--- config.mk ---
export PLATFORM = sky130hd
export DESIGN_NAME = ptme_timer
export DESIGN_NICKNAME = d
export VERILOG_FILES = /design/src/logic/ptme_pkg.sv /design/src/logic/ptme_timer.sv /design/src/logic/ptme_pin_sync.sv
export SDC_FILE = /design/constraint.sdc
export NUM_CORES = 1
export LEC_CHECK = 0
export BUFFER_PORTS_ARGS = -buffer_cell sky130_fd_sc_hd__buf_4
export CORE_ASPECT_RATIO = 1.5
export CORE_MARGIN = 5
export CORE_UTILIZATION = 25
export DETAILED_ROUTE_END_ITERATION = 8
export SLEW_MARGIN = 20
export SYNTH_ARGS = -nofsm -noshare
export SYNTH_HDL_FRONTEND = slang
export SYNTH_SLANG_ARGS = --single-unit
--- constraint.sdc ---
create_clock -name sys_clk -period 4.7 [get_ports sys_clk]
set_input_delay 0.47 -clock sys_clk [delete_from_list [all_inputs] [get_ports sys_clk]]
set_output_delay 0.47 -clock sys_clk [all_outputs]
set_load 0.1 [all_outputs]
--- src/logic/ptme_pkg.sv ---
/*
 periodic timer mode engine: register offsets, field positions, reset
 values and mode encodings shared by the design files.
 assumes a 32-bit classic wishbone bus with word-aligned registers.
*/
`default_nettype none
package ptme_pkg;
	localparam logic [3:0] PTME_CTRL_OFS = 4'h0;
	localparam logic [3:0] PTME_SEC_OFS = 4'h4;
	localparam logic [3:0] PTME_PER_OFS = 4'h8;
	localparam logic [3:0] PTME_STAT_OFS = 4'hC;
	// control register field positions
	localparam int PTME_RUN_POS = 0;
	localparam int PTME_PAUSE_POS = 1;
	localparam int PTME_CLR_POS = 2;
	localparam int PTME_CAPSRC_POS = 3;
	localparam int PTME_INV_POS = 4;
	localparam int PTME_INIT_POS = 5;
	localparam int PTME_PINF_POS = 6;
	localparam int PTME_MODE_POS = 8;
	localparam int PTME_CKSEL_POS = 10;
	// status register field positions
	localparam int PTME_SECF_POS = 0;
	localparam int PTME_PERF_POS = 1;
	localparam int PTME_OUT_POS = 2;
	localparam int PTME_CNT_POS = 16;
	localparam logic [11:0] PTME_CTRL_RST = 12'h000;
	localparam logic [1:0] PTME_MODE_CMP = 2'h0;
	localparam logic [1:0] PTME_MODE_CAP = 2'h1;
	localparam logic [1:0] PTME_MODE_PWM = 2'h2;
	localparam logic [1:0] PTME_MODE_TMR = 2'h3;
	localparam logic [1:0] PTME_PF_00 = 2'h0;
	localparam logic [1:0] PTME_PF_01 = 2'h1;
	localparam logic [1:0] PTME_PF_10 = 2'h2;
	localparam logic [1:0] PTME_PF_11 = 2'h3;
	// clock select: 0 sys_clk, 1 prescaled tick, 2 ext rise, 3 ext fall
	localparam logic [1:0] PTME_CK_SYS = 2'h0;
	localparam logic [1:0] PTME_CK_DIV = 2'h1;
	localparam logic [1:0] PTME_CK_ERISE = 2'h2;
	localparam logic [1:0] PTME_CK_EFALL = 2'h3;
	localparam int PTME_DIV_COUNT = 4;
endpackage
`default_nettype wire

--- src/logic/ptme_timer.sv ---
/*
 periodic timer mode engine: up-counter with period and secondary
 comparators, compare output, timer, pwm, single pulse and capture modes,
 with a classic wishbone slave for its registers.
 assumes a single 125 MHz clock and asynchronous external pins.
*/
`default_nettype none
module ptme_timer
#(
	parameter int CNT_WIDTH = 16
)
(
	// clock and reset
	input wire logic sys_clk,
	input wire logic reset,
	// wishbone slave
	input wire logic wb_cyc_i,
	input wire logic wb_stb_i,
	input wire logic wb_we_i,
	input wire logic [3:0] wb_adr_i,
	input wire logic [3:0] wb_sel_i,
	input wire logic [31:0] wb_dat_i,
	output logic [31:0] wb_dat_o,
	output logic wb_ack_o,
	// external pins
	input wire logic external_clock_pin,
	input wire logic timer_pin_zero,
	input wire logic timer_pin_one,
	// timer outputs
	output logic timer_out,
	output logic timer_out_en
);
	import ptme_pkg::*;

	if (CNT_WIDTH < 2 || CNT_WIDTH > 16)
	begin : g_width_check
		$error("CNT_WIDTH must be 2..16");
	end

	logic [11:0] ctrl_reg;
	logic [CNT_WIDTH-1:0] sec_reg;
	logic [CNT_WIDTH-1:0] per_reg;
	logic [CNT_WIDTH-1:0] cnt_reg;
	logic secf_reg;
	logic perf_reg;
	logic out_reg;
	logic run_d_reg;
	logic ack_reg;
	logic [31:0] rdat_reg;
	logic [1:0] div_reg;

	logic ext_lvl, ext_rise, ext_fall;
	logic p0_lvl, p0_rise, p0_fall;
	logic p1_lvl, p1_rise, p1_fall;

	ptme_pin_sync u_ext
	(
		.sys_clk(sys_clk),
		.reset(reset),
		.pin_in(external_clock_pin),
		.level(ext_lvl),
		.rise(ext_rise),
		.fall(ext_fall)
	);
	ptme_pin_sync u_p0
	(
		.sys_clk(sys_clk),
		.reset(reset),
		.pin_in(timer_pin_zero),
		.level(p0_lvl),
		.rise(p0_rise),
		.fall(p0_fall)
	);
	ptme_pin_sync u_p1
	(
		.sys_clk(sys_clk),
		.reset(reset),
		.pin_in(timer_pin_one),
		.level(p1_lvl),
		.rise(p1_rise),
		.fall(p1_fall)
	);

	logic run, pause, clr_sel, cap_src, inv, init_lvl;
	logic [1:0] pinf, mode, cksel;
	assign run = ctrl_reg[PTME_RUN_POS];
	assign pause = ctrl_reg[PTME_PAUSE_POS];
	assign clr_sel = ctrl_reg[PTME_CLR_POS];
	assign cap_src = ctrl_reg[PTME_CAPSRC_POS];
	assign inv = ctrl_reg[PTME_INV_POS];
	assign init_lvl = ctrl_reg[PTME_INIT_POS];
	assign pinf = ctrl_reg[PTME_PINF_POS +: 2];
	assign mode = ctrl_reg[PTME_MODE_POS +: 2];
	assign cksel = ctrl_reg[PTME_CKSEL_POS +: 2];

	logic is_pwm, is_single, run_rise, ext_edge;
	assign is_pwm = (mode == PTME_MODE_PWM) && (pinf != PTME_PF_11);
	assign is_single = (mode == PTME_MODE_PWM) && (pinf == PTME_PF_11);
	assign run_rise = run && !run_d_reg;
	assign ext_edge = (cksel == PTME_CK_EFALL) ? ext_fall : ext_rise;

	// prescaled tick
	always_ff @(posedge sys_clk)
	begin
		if (reset)
			div_reg <= 2'h0;
		else
			div_reg <= div_reg + 2'h1;
	end

	logic tick;
	always_comb
	begin
		case (cksel)
			PTME_CK_SYS: tick = 1'b1;
			PTME_CK_DIV: tick = (div_reg == 2'(PTME_DIV_COUNT - 1));
			default: tick = ext_edge;
		endcase
	end

	logic advance;
	assign advance = run && !run_rise && !pause && tick;

	logic sec_hit, per_hit, ovf_hit;
	assign sec_hit = advance && (cnt_reg == sec_reg);
	assign per_hit = advance && (cnt_reg == per_reg) && (per_reg != '0);
	assign ovf_hit = advance && (cnt_reg == '1);

	// a pwm period of n counts wraps one count before the period value
	logic pwm_wrap;
	assign pwm_wrap = advance && (per_reg != '0)
		&& (cnt_reg == per_reg - 1'b1);

	// wishbone access
	// writes land at the edge where the master samples ack
	logic wb_req, wb_wr, wr_ctrl, wr_sec, wr_per, wr_stat;
	assign wb_req = wb_cyc_i && wb_stb_i && !ack_reg;
	assign wb_wr = wb_cyc_i && wb_stb_i && wb_we_i && ack_reg;
	assign wr_ctrl = wb_wr && (wb_adr_i == PTME_CTRL_OFS);
	assign wr_sec = wb_wr && (wb_adr_i == PTME_SEC_OFS);
	assign wr_per = wb_wr && (wb_adr_i == PTME_PER_OFS);
	assign wr_stat = wb_wr && (wb_adr_i == PTME_STAT_OFS);

	logic [31:0] wmask;
	always_comb
	begin
		wmask = {{8{wb_sel_i[3]}}, {8{wb_sel_i[2]}},
			{8{wb_sel_i[1]}}, {8{wb_sel_i[0]}}};
	end

	// counter: zeroed on run rise, clears per mode
	always_ff @(posedge sys_clk)
	begin
		if (reset)
			cnt_reg <= '0;
		else if (run_rise)
			cnt_reg <= '0;
		else if (advance)
		begin
			case (mode)
				PTME_MODE_CMP, PTME_MODE_TMR:
				begin
					if (clr_sel && sec_hit)
						cnt_reg <= '0;
					else if (!clr_sel && per_hit)
						cnt_reg <= '0;
					else
						cnt_reg <= cnt_reg + 1'b1;
				end
				PTME_MODE_PWM:
				begin
					// period zero wraps naturally at full range
					if (is_pwm && pwm_wrap)
						cnt_reg <= '0;
					else
						cnt_reg <= cnt_reg + 1'b1;
				end
				PTME_MODE_CAP:
				begin
					if (per_hit)
						cnt_reg <= '0;
					else
						cnt_reg <= cnt_reg + 1'b1;
				end
				default: cnt_reg <= cnt_reg + 1'b1;
			endcase
		end
	end

	// capture input selection and edge
	logic cap_rise, cap_fall, cap_hit;
	always_comb
	begin
		if (cap_src)
		begin
			cap_rise = ext_rise;
			cap_fall = ext_fall;
		end
		else
		begin
			cap_rise = p0_rise || p1_rise;
			cap_fall = p0_fall || p1_fall;
		end
		case (pinf)
			PTME_PF_00: cap_hit = cap_rise;
			PTME_PF_01: cap_hit = cap_fall;
			PTME_PF_10: cap_hit = cap_rise || cap_fall;
			default: cap_hit = 1'b0;
		endcase
		cap_hit = cap_hit && run && (mode == PTME_MODE_CAP);
	end

	// secondary compare value, loaded by software or by capture
	always_ff @(posedge sys_clk)
	begin
		if (reset)
			sec_reg <= '0;
		else if (cap_hit)
			sec_reg <= cnt_reg;
		else if (wr_sec)
			sec_reg <= (sec_reg & ~wmask[CNT_WIDTH-1:0])
				| (wb_dat_i[CNT_WIDTH-1:0] & wmask[CNT_WIDTH-1:0]);
	end

	always_ff @(posedge sys_clk)
	begin
		if (reset)
			per_reg <= '0;
		else if (wr_per)
			per_reg <= (per_reg & ~wmask[CNT_WIDTH-1:0])
				| (wb_dat_i[CNT_WIDTH-1:0] & wmask[CNT_WIDTH-1:0]);
	end

	// flag events per mode
	logic sec_ev, per_ev;
	always_comb
	begin
		case (mode)
			PTME_MODE_CMP, PTME_MODE_TMR:
			begin
				sec_ev = sec_hit;
				per_ev = !clr_sel && (per_hit || (per_reg == '0 && ovf_hit));
			end
			PTME_MODE_PWM:
			begin
				sec_ev = sec_hit;
				per_ev = is_pwm && (pwm_wrap || (per_reg == '0 && ovf_hit));
			end
			PTME_MODE_CAP:
			begin
				sec_ev = cap_hit;
				per_ev = per_hit || (per_reg == '0 && ovf_hit);
			end
			default:
			begin
				sec_ev = 1'b0;
				per_ev = 1'b0;
			end
		endcase
	end

	// write one to clear; a new event wins over the clear
	always_ff @(posedge sys_clk)
	begin
		if (reset)
			secf_reg <= 1'b0;
		else if (sec_ev)
			secf_reg <= 1'b1;
		else if (wr_stat && wb_sel_i[0] && wb_dat_i[PTME_SECF_POS])
			secf_reg <= 1'b0;
	end

	always_ff @(posedge sys_clk)
	begin
		if (reset)
			perf_reg <= 1'b0;
		else if (per_ev)
			perf_reg <= 1'b1;
		else if (wr_stat && wb_sel_i[0] && wb_dat_i[PTME_PERF_POS])
			perf_reg <= 1'b0;
	end

	// control: software writes, single pulse sets and clears run itself
	always_ff @(posedge sys_clk)
	begin
		if (reset)
			ctrl_reg <= PTME_CTRL_RST;
		else
		begin
			if (wr_ctrl)
				ctrl_reg <= (ctrl_reg & ~wmask[11:0])
					| (wb_dat_i[11:0] & wmask[11:0]);
			if (is_single && run && sec_hit)
				ctrl_reg[PTME_RUN_POS] <= 1'b0;
			else if (is_single && !run && ext_edge)
				ctrl_reg[PTME_RUN_POS] <= 1'b1;
		end
	end

	always_ff @(posedge sys_clk)
	begin
		if (reset)
			run_d_reg <= 1'b0;
		else
			run_d_reg <= run;
	end

	// compare mode pin state
	always_ff @(posedge sys_clk)
	begin
		if (reset)
			out_reg <= 1'b0;
		else if (run_rise)
			out_reg <= init_lvl;
		else if (mode == PTME_MODE_CMP && sec_hit)
		begin
			case (pinf)
				PTME_PF_01: out_reg <= 1'b0;
				PTME_PF_10: out_reg <= 1'b1;
				PTME_PF_11: out_reg <= !out_reg;
				default: out_reg <= out_reg;
			endcase
		end
	end

	// pwm active while counter below duty; duty at or over period stays on
	logic pwm_act, pulse_act, out_next;
	assign pwm_act = run && ((cnt_reg < sec_reg)
		|| (per_reg != '0 && sec_reg >= per_reg));
	assign pulse_act = run;
	always_comb
	begin
		case (mode)
			PTME_MODE_CMP: out_next = out_reg ^ inv;
			PTME_MODE_PWM:
			begin
				case (pinf)
					PTME_PF_00: out_next = !init_lvl;
					PTME_PF_01: out_next = init_lvl;
					PTME_PF_10: out_next = pwm_act ? init_lvl : !init_lvl;
					default: out_next = pulse_act ? init_lvl : !init_lvl;
				endcase
				out_next = out_next ^ inv;
			end
			default: out_next = 1'b0;
		endcase
	end

	logic tout_reg, toen_reg;
	always_ff @(posedge sys_clk)
	begin
		if (reset)
		begin
			tout_reg <= 1'b0;
			toen_reg <= 1'b0;
		end
		else
		begin
			tout_reg <= out_next;
			// pin released in timer and capture modes
			toen_reg <= (mode == PTME_MODE_CMP) || (mode == PTME_MODE_PWM);
		end
	end
	assign timer_out = tout_reg;
	assign timer_out_en = toen_reg;

	// read data and ack: registered, one wait state, ack drops next cycle
	always_ff @(posedge sys_clk)
	begin
		if (reset)
		begin
			ack_reg <= 1'b0;
			rdat_reg <= 32'h0000_0000;
		end
		else
		begin
			ack_reg <= wb_req;
			rdat_reg <= 32'h0000_0000;
			if (wb_req && !wb_we_i)
			begin
				case (wb_adr_i)
					PTME_CTRL_OFS: rdat_reg[11:0] <= ctrl_reg;
					PTME_SEC_OFS: rdat_reg[CNT_WIDTH-1:0] <= sec_reg;
					PTME_PER_OFS: rdat_reg[CNT_WIDTH-1:0] <= per_reg;
					PTME_STAT_OFS:
					begin
						rdat_reg[PTME_SECF_POS] <= secf_reg;
						rdat_reg[PTME_PERF_POS] <= perf_reg;
						rdat_reg[PTME_OUT_POS] <= tout_reg;
						rdat_reg[PTME_CNT_POS +: CNT_WIDTH] <= cnt_reg;
					end
					default: rdat_reg <= 32'h0000_0000;
				endcase
			end
		end
	end
	assign wb_ack_o = ack_reg;
	assign wb_dat_o = rdat_reg;

	logic unused;
	assign unused = ext_lvl ^ p0_lvl ^ p1_lvl;
endmodule // ptme_timer
`default_nettype wire

--- src/logic/ptme_pin_sync.sv ---
/*
 three-stage synchroniser with agreement filter and edge pulses.
 assumes an asynchronous pin level on input; one clock domain.
*/
`default_nettype none
module ptme_pin_sync
(
	// clock and reset
	input wire logic sys_clk,
	input wire logic reset,
	// pin side
	input wire logic pin_in,
	// filtered level and edges
	output logic level,
	output logic rise,
	output logic fall
);
	logic [2:0] sync_reg;
	logic level_reg;

	always_ff @(posedge sys_clk)
	begin
		if (reset)
			sync_reg <= 3'h0;
		else
			sync_reg <= {sync_reg[1:0], pin_in};
	end

	// stage 0 feeds stage 1 only; stages 1 and 2 must agree
	always_ff @(posedge sys_clk)
	begin
		if (reset)
			level_reg <= 1'b0;
		else if (sync_reg[2] == sync_reg[1])
			level_reg <= sync_reg[2];
	end

	assign level = level_reg;
	assign rise = (sync_reg[2] == sync_reg[1]) && sync_reg[2] && !level_reg;
	assign fall = (sync_reg[2] == sync_reg[1]) && !sync_reg[2] && level_reg;
endmodule // ptme_pin_sync
`default_nettype wire

# Word-level counts from Yosys, hierarchy flattened
# Index checks and enable logic that the tools add are counted.
# word_totals
romBits,0
ram_bits,0
output_inout_bits,35
word_cells,183
regBits,113
latchBits,0
in_bits,48
memories,0
# classes
div_mod_pow,0
mul,0
n_lt_le_gt_ge,2
n_shift,0
n_bitwise,14
add_sub_neg,3
n_reduce_logical,92
muxes,31
n_eq_ne,20
# ops
operator,n
two-way mux 16 bit,6
logical AND 1 bit,51
AND 16 bit,3
equality test 16 bit,3
case mux 16 bit (3 select lines),1
bitwise OR 16 bit,2
case mux 9 bit (3 select lines),1
AND 12 bit,2
"adder 16 x 1 -> 16 bit, second input constant",1
"equality test 16 bit, second input constant",1
>= comparator 16 bit,1
logical NOT 16 bit,1
less-than comparator 16 bit,1
NOT 16 bit,1
nonzero test 16 bit,1
"subtractor 16 x 1 -> 16 bit, second input constant",1
logical NOT 1 bit,15
two-way mux 1 bit,14
"equality test 2 bit, second input constant",6
NOT 12 bit,1
bitwise OR 12 bit,1
case mux 1 bit (3 select lines),4
case mux 3 bit (4 select lines),1
nonzero test 2 bit,5
other kinds (17),38

# Longest topological paths before layout
# Gate-level depths: netlist (run 1).
# depth
ltp_word,12
mapped_depth,12
depth_no_buf,10

# By module
# A second synthesis (run 1) with hierarchy kept.
# hier_totals
hier_cells,799
area_unflattened_um2,6525.0
# modules_own_cells
mod,instances,seq_area_each_um2,cells_per_inst,area_each_um2
ptme_timer,1,2021.9,754,6059.6
ptme_pin_sync,3,80.1,15,155.1

# Least setup slack after synthesis (run 1)
# OpenSTA, ideal clock, no wires.
# synth_timing
path_kind,reg-to-reg
start,register with a tool-made name
end,register cnt_reg[12]
setup_time_ns,0.115
t_required_ns,4.585
slack_ns,2.203
arrival_ns,2.383
stages_incl_launch_ff,12
n_path_buf,2
period_less_slack_ns,2.497
path_cell_list,dfxtp_1 -> clkbuf_1 -> inv_1 -> ha_1 -> xnor2_1 -> or3_1 -> nor4_1 -> o2111ai_1 -> o31ai_2 -> a21o_2 -> buf_6 -> nor2_1
# synth_lines
element,line_no,text
to (signal assigned),ptme_timer.sv:168,cnt_reg <= cnt_reg + 1'b1;
to (signal assigned),ptme_timer.sv:176,cnt_reg <= cnt_reg + 1'b1;
to (signal assigned),ptme_timer.sv:183,cnt_reg <= cnt_reg + 1'b1;
to (decl),ptme_timer.sv:43,logic [CNT_WIDTH-1:0] cnt_reg;

==> results.md, run 1 <==
- Post-Layout Inst Area: 0.007687 mm²
- Distinct cell type count of the synthesized netlist: 60
- TritonCTS Buffers: 17
- # rows: 71
- Core box area: 0.02505 mm²
- GP Congestion: 0.8788
- Max_slew headroom: 46.90%
- Worst-Skew Late Latency: 0.42 ns
- Iter 0 DRT Violations: 330
- Wirelength, routed: 18,840 µm
- Worst IR Drop VDD: 0.1881 mV
- Root buf cell: clkbuf_16
- CP peak stage delay: 0.64 ns
- DRC viols: 0
- H-tree depth: 4
- Total GRT Usage: 13.31%
- Num ports: 83
- Initial core utilization: 25.34%
- Pwr Density: 315.8 mW/mm²
- CTS resizes: 0
- Number of setup buffers added after CTS: 0
- Worst-case clock buffer depth: 2
- Final Net Count: 913
- Max Cap Viol: 0
- Number of global-route vias before repair: 5,447
- Fin. max-slew vios: 0
- DIE WIDTH: 140.1 µm
- Crit start category: register
- Sink Count: 113
- Critical path peak fanout: 10
- Fmax achieved: 331.8 MHz
- Cell count after synthesis: 776
- Syn Nets: 873
- HP Class: in -> reg
- Fin crit share: 64.12%
- Largest net degree at the start of global routing: 66
- IO Port Bufs: 64
- TNS Setup: 0 ns
- Area of the mapped netlist: 0.006349 mm²
- CTS Hold Bufs: 0
- Final Hold Slack: 0.2553 ns
- Slowest-stage cell, CP: o41ai_1
- Die Area: 0.02875 mm²
- Share of the synthesized area in the top cell type: 35.63%
- CP Cell Sequence: inv_1 -> ha_1 -> a41oi_1 -> o21ai_0 -> a221oi_1 -> o41ai_1 -> nand2_1 -> a41oi_1 -> a31o_2 -> nand3_1
- CTS tree: built
- Power, Total: 2.427 mW
- Synth area leader: dfxtp_1
- CTS clock-pin slew for the worst setup and hold paths: 0.06 ns
- Post-placement cell area: 0.007058 mm²
- Crit path capture type: register
- Die Ht: 205.2 µm
- Final min period: 3.014 ns
- Fillcell total: 2,700
- Top FF cell, synth: dfxtp_1
- Critical path class: reg -> reg
- Area grow syn2layout: 21.09%
- Synth async-reset ratio: 0%
- Via count: 5,479
- Seq/Total Area, Yosys: 35.63%
- Mean Syn Cell Area: 8.181 µm²
- DR pass1 iterations: 6
- Share of cells above drive strength 1: 13.39%
- Post-DRT Antenna Nets: 0
- Final Hold Fails: 0
- GRT overflow: 0
- Yosys warns: 0
- Worst path most repeated cell: a41oi_1
- Final Setup Violations: 0
- Average wire per standard cell: 16.29 µm
- Critical Path AT: 3.27 ns
- Via/cell ratio: 4.736
- Placed cells: 1,125
- RSZ-0062 raised after global routing: no
- Synth top area cells: dfxtp_1 36%, ha_1 9.7%, mux2i_1 6.8%
- Initial antenna violation count: 0
- First-pass GRT wire length: 29,580 µm
- # diodes: 0
- Worst Tran Pin Value: 0.7893 ns
- Outcome: complete, no violations
- Worst endpoint required time: 4.96 ns
- #FFs+latches synth: 113
- Worst Clk Skew: 0.008331 ns
- Number of flops mapped to enable cells by yosys: 0
- Hpwl dp: 14,510 µm
- Lkg Pwr: 3.150 nW
- Finished Layout Cells: 1,157
==> critical path, delay by kind of cell, from the launching register on <==
family                   cells  cell delay, ns
buffers and inverters        1            0.16
flip-flops                   1            0.61
AO/OA/AOI/OAI                6            1.47
adder cells (fa/ha/maj)      1            0.35
AND/OR/NAND/NOR              2            0.26
==> stage by stage <==
| step | setup WS (ns) | util (%) |
|---|---|---|
| floorplan | 2.203 | - |
| detailed placement | 1.671 | 28.17 |
| global placement | 1.762 | 28.17 |
| global route | 1.481 | 30.69 |
| finish | 1.686 | 30.69 |
| CTS | 1.658 | 30.69 |
==> worst paths after layout <==
kind	cells after the start	from	slack, ns	endpoint
hold reg to reg	1	div_reg[0]	0.42	div_reg[0]
setup reg to reg	10	register	1.69	timer_out
hold / removal	2	timer_pin_zero	0.26	u_p0.sync_reg[0]
setup / recovery	10	register	1.69	timer_out
==> report_power, final <==
group / switching (mW) / total (mW) / internal (mW)
Clock: 0.480 / 1.38 / 0.900
Combinational: 0.0507 / 0.0804 / 0.0297
Sequential: 0.00286 / 0.967 / 0.964
==> cell usage in the layout (no fill, tap or decap), drive strengths merged, types with 5 or more instances in the layout <==
cell	count
inv	58
nor3	13
mux2i	43
nand4	25
nand3	25
and3	8
and2	16
nor4	11
xor2	14
nand2	52
nand2b	6
a211oi	10
ha	49
nor2	111
nor2b	13
dfxtp	113
o22ai	6
buf	69
clkbuf	19
clkinv	5
o21ai	16
xnor2	25
a21oi	59
==> logic make-up after synthesis <==
family | count (synthesis) | synth area share, %
xor gates and xnor gates | 39 | 5.499
buffers and inverters | 106 | 6.878
adders and majority gates | 49 | 9.657
AOI/OAI and AO/OA | 129 | 12.63
DFF | 113 | 35.63
and+or+nand+nor | 296 | 22.74
muxes | 44 | 6.957
==> layer usage <==
layer  global-route usage [%]  part of all wire (%)  vias up
met2                    24.60                    54      102
met4                    8.137                   5.2        0
li1                         -                     -     2755
met3                    2.325                   2.4       42
met1                    13.91                    39     2580
met5                        0                     0        -
==> cell usage after synthesis (all sizes together) (2+ instances only) <==
library cell    n
xor2           14
nand2          52
a41oi           2
a31oi           3
xnor2          25
a311oi          2
and4            3
a211o           2
nand2b          6
dfxtp         113
nor3           13
nand4          25
and3            8
a22oi           4
mux2i          43
nor2          111
o22ai           6
o21ai          16
and2           16
nor3b           4
o211ai          4
or4             2
nor4           11
a211oi         10
a21oi          59
or3             3
buf            13
nand3          25
o2111ai         4
a21o            3
ha             49
nor2b          13
clkbuf         35
o21bai          2
inv            58
o41ai           2
a221oi          3
==> final cells by class <==
cell class,count,area [µm²],area share (%)
clock buffer,19,442.9,5.762
clock inverter,13,186.4,2.425
inverter,58,217.7,2.832
multi-input combinational,557,3650,47.48
sequential,113,2262,29.43
tap,328,410.4,5.339
timing repair buffer,69,518.0,6.738
Power figures use the tool's default switching activity.
==> run 2: changes to the inputs <==
Settings changed: ABC_AREA from default to 1.
Clock period 4.7 ns to 2.78 ns, I/O delays scaled along.
==> results.md, run 2 <==
- Outcome: complete, no violations
- GRT overflow: 0 (unchanged)
- Crit path capture type: register
- CTS Hold Bufs: 0 (unchanged)
- Worst R2R Setup Slack: 0.34 ns (-1.34 ns)
- DR pass1 iterations: 5 (-1)
- Final Hold Fails: 0 (unchanged)
- Seq/Total Area, Yosys: 36.52% (+0.89 points)
- Synth area leader: dfxtp_1
- HP Class: in -> reg
- Number of setup buffers added after CTS: 0 (unchanged)
- Seq pwr share: 41.6% (+1.7 points)
- Average wire per standard cell: 15.73 µm (-3.4%)
- Critical Path AT: 2.73 ns (-0.54 ns)
- Area of the mapped netlist: 0.006195 mm² (-2.4%)
- CTS clock-pin slew for the worst setup and hold paths: 0.06 ns (about the same)
- Hold EP: u_p0.sync_reg[0]
- Area occupied by multi-input gates: 0.003391 mm² (-7.1%)
- Share of the synthesized area in the top cell type: 36.52% (+0.89 points)
- Most frequent cells in the layout: 174 x nand2_1, 114 x inv_1, 114 x nor2_1
- Worst Tran Pin Value: 0.6349 ns (-0.1544 ns)
- TNS Setup: 0 ns (unchanged)
- Sink Count: 113 (unchanged)
- Worst-Skew Late Latency: 0.44 ns (+0.02 ns)
- Simple-Gate Fraction of Synth Area: 24.46% (+1.7 points)
- Synth async-reset ratio: 0% (unchanged)
- FF+latch area: 0.002262 mm² (unchanged)
- Cell count after synthesis: 872 (+12%)
- Fin crit share: 87.67% (+24 points)
- Final Setup Violations: 0 (unchanged)
- Hpwl dp: 15,960 µm (+10%)
- GRT Max-Usage Layer: met2
- Crit start category: register
- Reg-to-reg endpoint: timer_out
- Final Net Count: 1,045 (+14%)
- Number of global-route vias before repair: 5,832 (+7.1%)
- # rows: 70 (-1.4%)
- Syn Nets: 969 (+11%)
- Sw Share: 25.39% (+3.4 points)
- IO Port Bufs: 64 (unchanged)
- Share of cells above drive strength 1: 13.94% (+0.55 points)
- Max Cap Viol: 0 (unchanged)
- Root buf cell: clkbuf_16
- DRC viols: 0 (unchanged)
- Compound-Gate Fraction of Synth Area: 15.43% (+2.8 points)
- Top FF cell, synth: dfxtp_1
- Die Ht: 202.8 µm (-1.2%)
- Fin. max-slew vios: 0 (unchanged)
- GP Congestion: 0.8864 (+0.86%)
- Met3 Use GR: 2.992% (+0.67 points)
- Worst reg2reg path depth: 16 (+6)
- Hold depth: 3 (+1)
- Fillcell total: 2,578 (-4.5%)
- CTS tree: built
- Final min period: 2.437 ns (-0.5763 ns)
- Combinational power share: 3.4% (about the same)
- Post-DRT Antenna Nets: 0 (unchanged)
- Clk pwr share: 55.0% (-1.8 points)
- # diodes: 0 (unchanged)
- Wirelength, routed: 20,220 µm (+7.3%)
- Commonest cells in the netlist: 174 x nand2_1, 114 x inv_1, 114 x nor2_1, 113 x dfxtp_1, 76 x o21ai_0
- Finished Layout Cells: 1,285 (+11%)
- Largest family of logic cells by synthesized area: simple AND/OR/NAND/NOR gates
- Most common cell in the netlist: nand2_1
- Yosys warns: 0 (unchanged)
- Commonest non-fill, non-tap cell in the layout: nand2_1
- Met1 Use GR: 15.07% (+1.2 points)
- Worst IR Drop VDD: 0.3990 mV (+110%)
- NetSw: 0.9980 mW (+87%)
- Via/cell ratio: 4.602 (-2.8%)
- Worst Clk Skew: 0.01112 ns (+0.002787 ns)
- TritonCTS Buffers: 17 (unchanged)
- Mean Syn Cell Area: 7.104 µm² (-13%)
- Critical path peak fanout: 5 (-5)
- Fmax achieved: 410.3 MHz (+24%)
- Num ports: 83 (unchanged)
- First-pass GRT wire length: 31,440 µm (+6.3%)
- Pwr Density: 510.6 mW/mm² (+62%)
- Hold Startpoint: timer_pin_zero
- Max_slew headroom: 57.52% (+11 points)
- DIE WIDTH: 138.5 µm (-1.1%)
- Post-synthesis mux area share: 0% (-7.0 points)
- RSZ-0062 raised after global routing: no
- Synth Area in XOR/XNOR: 4.948% (-0.55 points)
- Total GRT Usage: 14.39% (+1.1 points)
- M2 GR Usage: 26.69% (+2.1 points)
- Initial antenna violation count: 0 (unchanged)
- Worst-case clock buffer depth: 2 (unchanged)
- Lkg Pwr: 3.237 nW (+2.8%)
- Worst endpoint required time: 3.07 ns (-1.89 ns)
- Iter 0 DRT Violations: 407 (+23%)
- Initial core utilization: 25.35% (about the same)
- Number of flops mapped to enable cells by yosys: 0 (unchanged)
- Critical path class: reg -> reg
- CTS resizes: 0 (unchanged)
- Largest net degree at the start of global routing: 25 (-62%)
- Adder-cell area share of the yosys netlist: 9.897% (+0.24 points)
- Core box area: 0.02444 mm² (-2.5%)
- H-tree depth: 4 (unchanged)
- Via count: 5,913 (+7.9%)
- Placed cells: 1,253 (+11%)
- Internal cell power: 2.932 mW (+55%)
- Die Area: 0.02809 mm² (-2.3%)
- Synth top area cells: dfxtp_1 37%, nand2_1 11%, ha_1 9.9%
- Area grow syn2layout: 24.24%
- Distinct cell type count of the synthesized netlist: 39 (-35%)
- #FFs+latches synth: 113 (unchanged)
==> run 2: cells by family after synthesis <==
logic type                 Yosys count
AOI/OAI and AO/OA                  176
buffers and inverters              142
and+or+nand+nor                    357
DFF                                113
xor gates and xnor gates            35
adders and majority gates           49
==> run 2: metrics by stage <==
stage               total power [mW]  hold WS (ns)  utilization, %  instance area (µm²)  setup slack, ns
floorplan                      1.731        0.3565               -                 6195           0.5966
finish                         3.930       0.04540           31.50                 7696           0.3428
global route                   4.045       0.06292           31.50                 7696          0.04329
global placement               1.804        0.3935           29.14                 7121           0.4014
CTS                            3.974       0.03631           31.50                 7696           0.3249
detailed placement             1.805        0.3917           29.14                 7121           0.3577
==> run 2: per-layer routing <==
layer	wire, µm	vias to the layer above
li1	-	2983
met1	7791	2712
met2	10620	165
met3	910	53
met4	901	0
met5	0	-
==> run 2: layout make-up <==
class,instances,area share (%)
clock inverters,15,1.951
inverters,119,5.836
repair buffers,80,7.966
well taps,324,5.267
clock buffers,17,5.528
flip-flops and latches,113,29.39
multi-input cells,617,44.06
==> run 2: worst max-delay path, stage by stage (launching register included) <==
cell,delay [ns]
dfxtp_1,0.48
inv_1,0.13
ha_1,0.31
a21oi_1,0.17
nand2_1,0.07
nor2_1,0.09
nand2_1,0.14
nand2_1,0.09
nand2_1,0.05
nand2_1,0.12
nand2_1,0.13
a21oi_1,0.17
nand2_1,0.08
nand2_1,0.10
nand2_1,0.06
nand2_1,0.06
a21oi_1,0.06
==> run 2: how the worst max path moves through the flow <==
stage,slack [ns],from,cells after the start,endpoint
floorplan,0.60,wb_ack_o,8,register
global placement,0.40,u_ext.sync_reg[1],15,cnt_reg[15]
detailed placement,0.36,u_ext.sync_reg[1],15,cnt_reg[5]
CTS,0.32,u_ext.sync_reg[1],15,cnt_reg[12]
global route,0.04,u_ext.sync_reg[1],17,cnt_reg[8]
finish,0.34,register,16,timer_out
==> run 2: power groups by stage <==
| stage | sequential [mW] | combinational, mW | clock [mW] |
|---|---|---|---|
| finish | 1.64 | 0.134 | 2.16 |
| global route | 1.64 | 0.146 | 2.26 |
| CTS | 1.64 | 0.135 | 2.20 |
| detailed placement | 1.67 | 0.134 | 0 |
| global placement | 1.67 | 0.133 | 0 |
| floorplan | 1.68 | 0.0515 | 0 |
==> run 3: changes to the inputs <==
Settings changed: REMOVE_ABC_BUFFERS from default to 1.
==> results.md, run 3 (synthesis results as in run 2) <==
- Area occupied by multi-input gates: 0.003391 mm² (unchanged)
- # diodes: 0 (unchanged)
- Most frequent cells in the layout: 174 x nand2_1, 114 x inv_1, 114 x nor2_1
- RSZ-0062 raised after global routing: no
- CTS clock-pin slew for the worst setup and hold paths: 0.06 ns (about the same)
- Area grow syn2layout: 25.11%
- IO Port Bufs: 64 (unchanged)
- GP Congestion: 0.9167 (+3.4%)
- Initial antenna violation count: 0 (unchanged)
- Worst IR Drop VDD: 0.3087 mV (-23%)
- H-tree depth: 4 (unchanged)
- Share of cells above drive strength 1: 14.00% (+0.060 points)
- Largest net degree at the start of global routing: 27 (+8.0%)
- Iter 0 DRT Violations: 279 (-31%)
- Critical Path AT: 2.71 ns (-0.02 ns)
- Worst Clk Skew: 0.01181 ns (+0.0006952 ns)
- Fin crit share: 86.37% (-1.3 points)
- Post-DRT Antenna Nets: 0 (unchanged)
- Die Area: 0.02809 mm² (unchanged)
- Post-Layout Inst Area: 0.007750 mm² (+0.70%)
- CTS Hold Bufs: 0 (unchanged)
- Die Ht: 202.8 µm (unchanged)
- Lkg Pwr: 3.265 nW (+0.87%)
- Crit path capture type: register
- Outcome: complete, no violations
- Worst endpoint required time: 3.09 ns (+0.02 ns)
- Hold depth: 3 (unchanged)
- TNS Setup: 0 ns (unchanged)
- Via/cell ratio: 4.550 (-1.1%)
- CTS tree: built
- Pwr Density: 526.6 mW/mm² (+3.1%)
- Worst Tran Pin Value: 0.9389 ns (+0.3040 ns)
- Num ports: 83 (unchanged)
- Fillcell total: 2,593 (+0.58%)
- Core box area: 0.02444 mm² (unchanged)
- Final Hold Slack: 0.05365 ns (+0.008251 ns)
- Via count: 5,861 (-0.88%)
- Post-placement cell area: 0.007131 mm² (+0.14%)
- First-pass GRT wire length: 30,930 µm (-1.6%)
- Hpwl dp: 15,500 µm (-2.9%)
- TritonCTS Buffers: 17 (unchanged)
- DIE WIDTH: 138.5 µm (unchanged)
- Average wire per standard cell: 15.30 µm (-2.8%)
- Fin. max-slew vios: 0 (unchanged)
- CTS resizes: 0 (unchanged)
- Max_slew headroom: 37.34% (-20 points)
- HP Class: in -> reg
- Root buf cell: clkbuf_16
- Final Net Count: 1,048 (+0.29%)
- Commonest non-fill, non-tap cell in the layout: nand2_1
- Crit start category: register
- Number of global-route vias before repair: 6,045 (+3.7%)
- # rows: 70 (unchanged)
- Initial core utilization: 25.35% (unchanged)
- GRT overflow: 0 (unchanged)
- Fmax achieved: 416.5 MHz (+1.5%)
- DR pass1 iterations: 5 (unchanged)
- Worst-Skew Late Latency: 0.43 ns (about the same)
- Final Hold Fails: 0 (unchanged)
- Worst reg2reg path depth: 15 (-1)
- Final Setup Violations: 0 (unchanged)
- Critical path peak fanout: 10 (+5)
- FF+latch area: 0.002262 mm² (unchanged)
- Wirelength, routed: 19,700 µm (-2.6%)
- Worst-case clock buffer depth: 2 (unchanged)
- Total GRT Usage: 14.08% (-0.31 points)
- DRC viols: 0 (unchanged)
- Critical path class: reg -> reg
- Sink Count: 113 (unchanged)
- Number of setup buffers added after CTS: 0 (unchanged)
- Final min period: 2.401 ns (-0.03615 ns)
- Max Cap Viol: 0 (unchanged)
-- run 3: cell count changes in the layout (fill, tap and decap cells not counted), moves of 2 or more --
cell | previous run | this run
buf_4 | 79 | 83
inv_6 | 5 | 1
bufinv_16 | 1 | 4
clkbuf_1 | 0 | 2
inv_8 | 2 | 0
-- run 3: critical path, stage by stage (launching register included) --
cell and delay [ns]:
dfxtp_1 0.31, inv_1 0.07, ha_1 0.14, nand2_1 0.05
inv_1 0.09, o21ai_0 0.14, nand2_1 0.09, nand2_1 0.26
nor3_1 0.29, nand3_1 0.16, a21oi_1 0.19, nand2_2 0.13
nand2_2 0.10, nand2_2 0.06, nand2_4 0.13, nor2_1 0.06
-- run 3: where the power goes --
group / switching [mW] / leakage, nW / total [mW] / internal (mW)
registers: 0.00485 / 0.913 / 1.64 / 1.63
logic: 0.0846 / 2.06 / 0.133 / 0.0482
clock network: 0.815 / 0.290 / 2.31 / 1.50
total: 0.904 / 3.27 / 4.08 / 3.18
-- run 3: final timing paths --
| kind | from | slack (ns) | to |
|---|---|---|---|
| setup / recovery | u_ext.sync_reg[1] | 0.38 | cnt_reg[15] |
| hold reg to reg | u_p0.sync_reg[0] | 0.40 | u_p0.sync_reg[1] |
| hold / removal | timer_pin_zero | 0.05 | u_p0.sync_reg[0] |
| setup reg to reg | u_ext.sync_reg[1] | 0.38 | cnt_reg[15] |
-- run 3: area by class of cell --
type                    count  share of cell area (%)
clock buffers              19                   5.586
clock inverters            13                   2.406
inverters                 119                   5.796
multi-input cells         617                   43.75
flip-flops and latches    113                   29.19
well taps                 324                   5.231
repair buffers             83                   8.040
-- run 3: through the flow --
| step | utilization, % | power (mW) | std cells | setup WS, ns |
|---|---|---|---|---|
| global route | 31.72 | 4.197 | 1288 | 0.1359 |
| global placement | 29.18 | 1.803 | 1256 | 0.4140 |
| detailed placement | 29.18 | 1.804 | 1256 | 0.4183 |
| floorplan | - | 1.725 | 849 | 0.4662 |
| finish | 31.72 | 4.081 | 1288 | 0.3789 |
| CTS | 31.72 | 4.118 | 1288 | 0.3852 |
-- run 3: per-layer routing --
metal,wire [µm],GRT usage [%]
met4,993,9.004
met3,697,2.992
met5,0,0
met2,10490,26.52
met1,7517,13.81
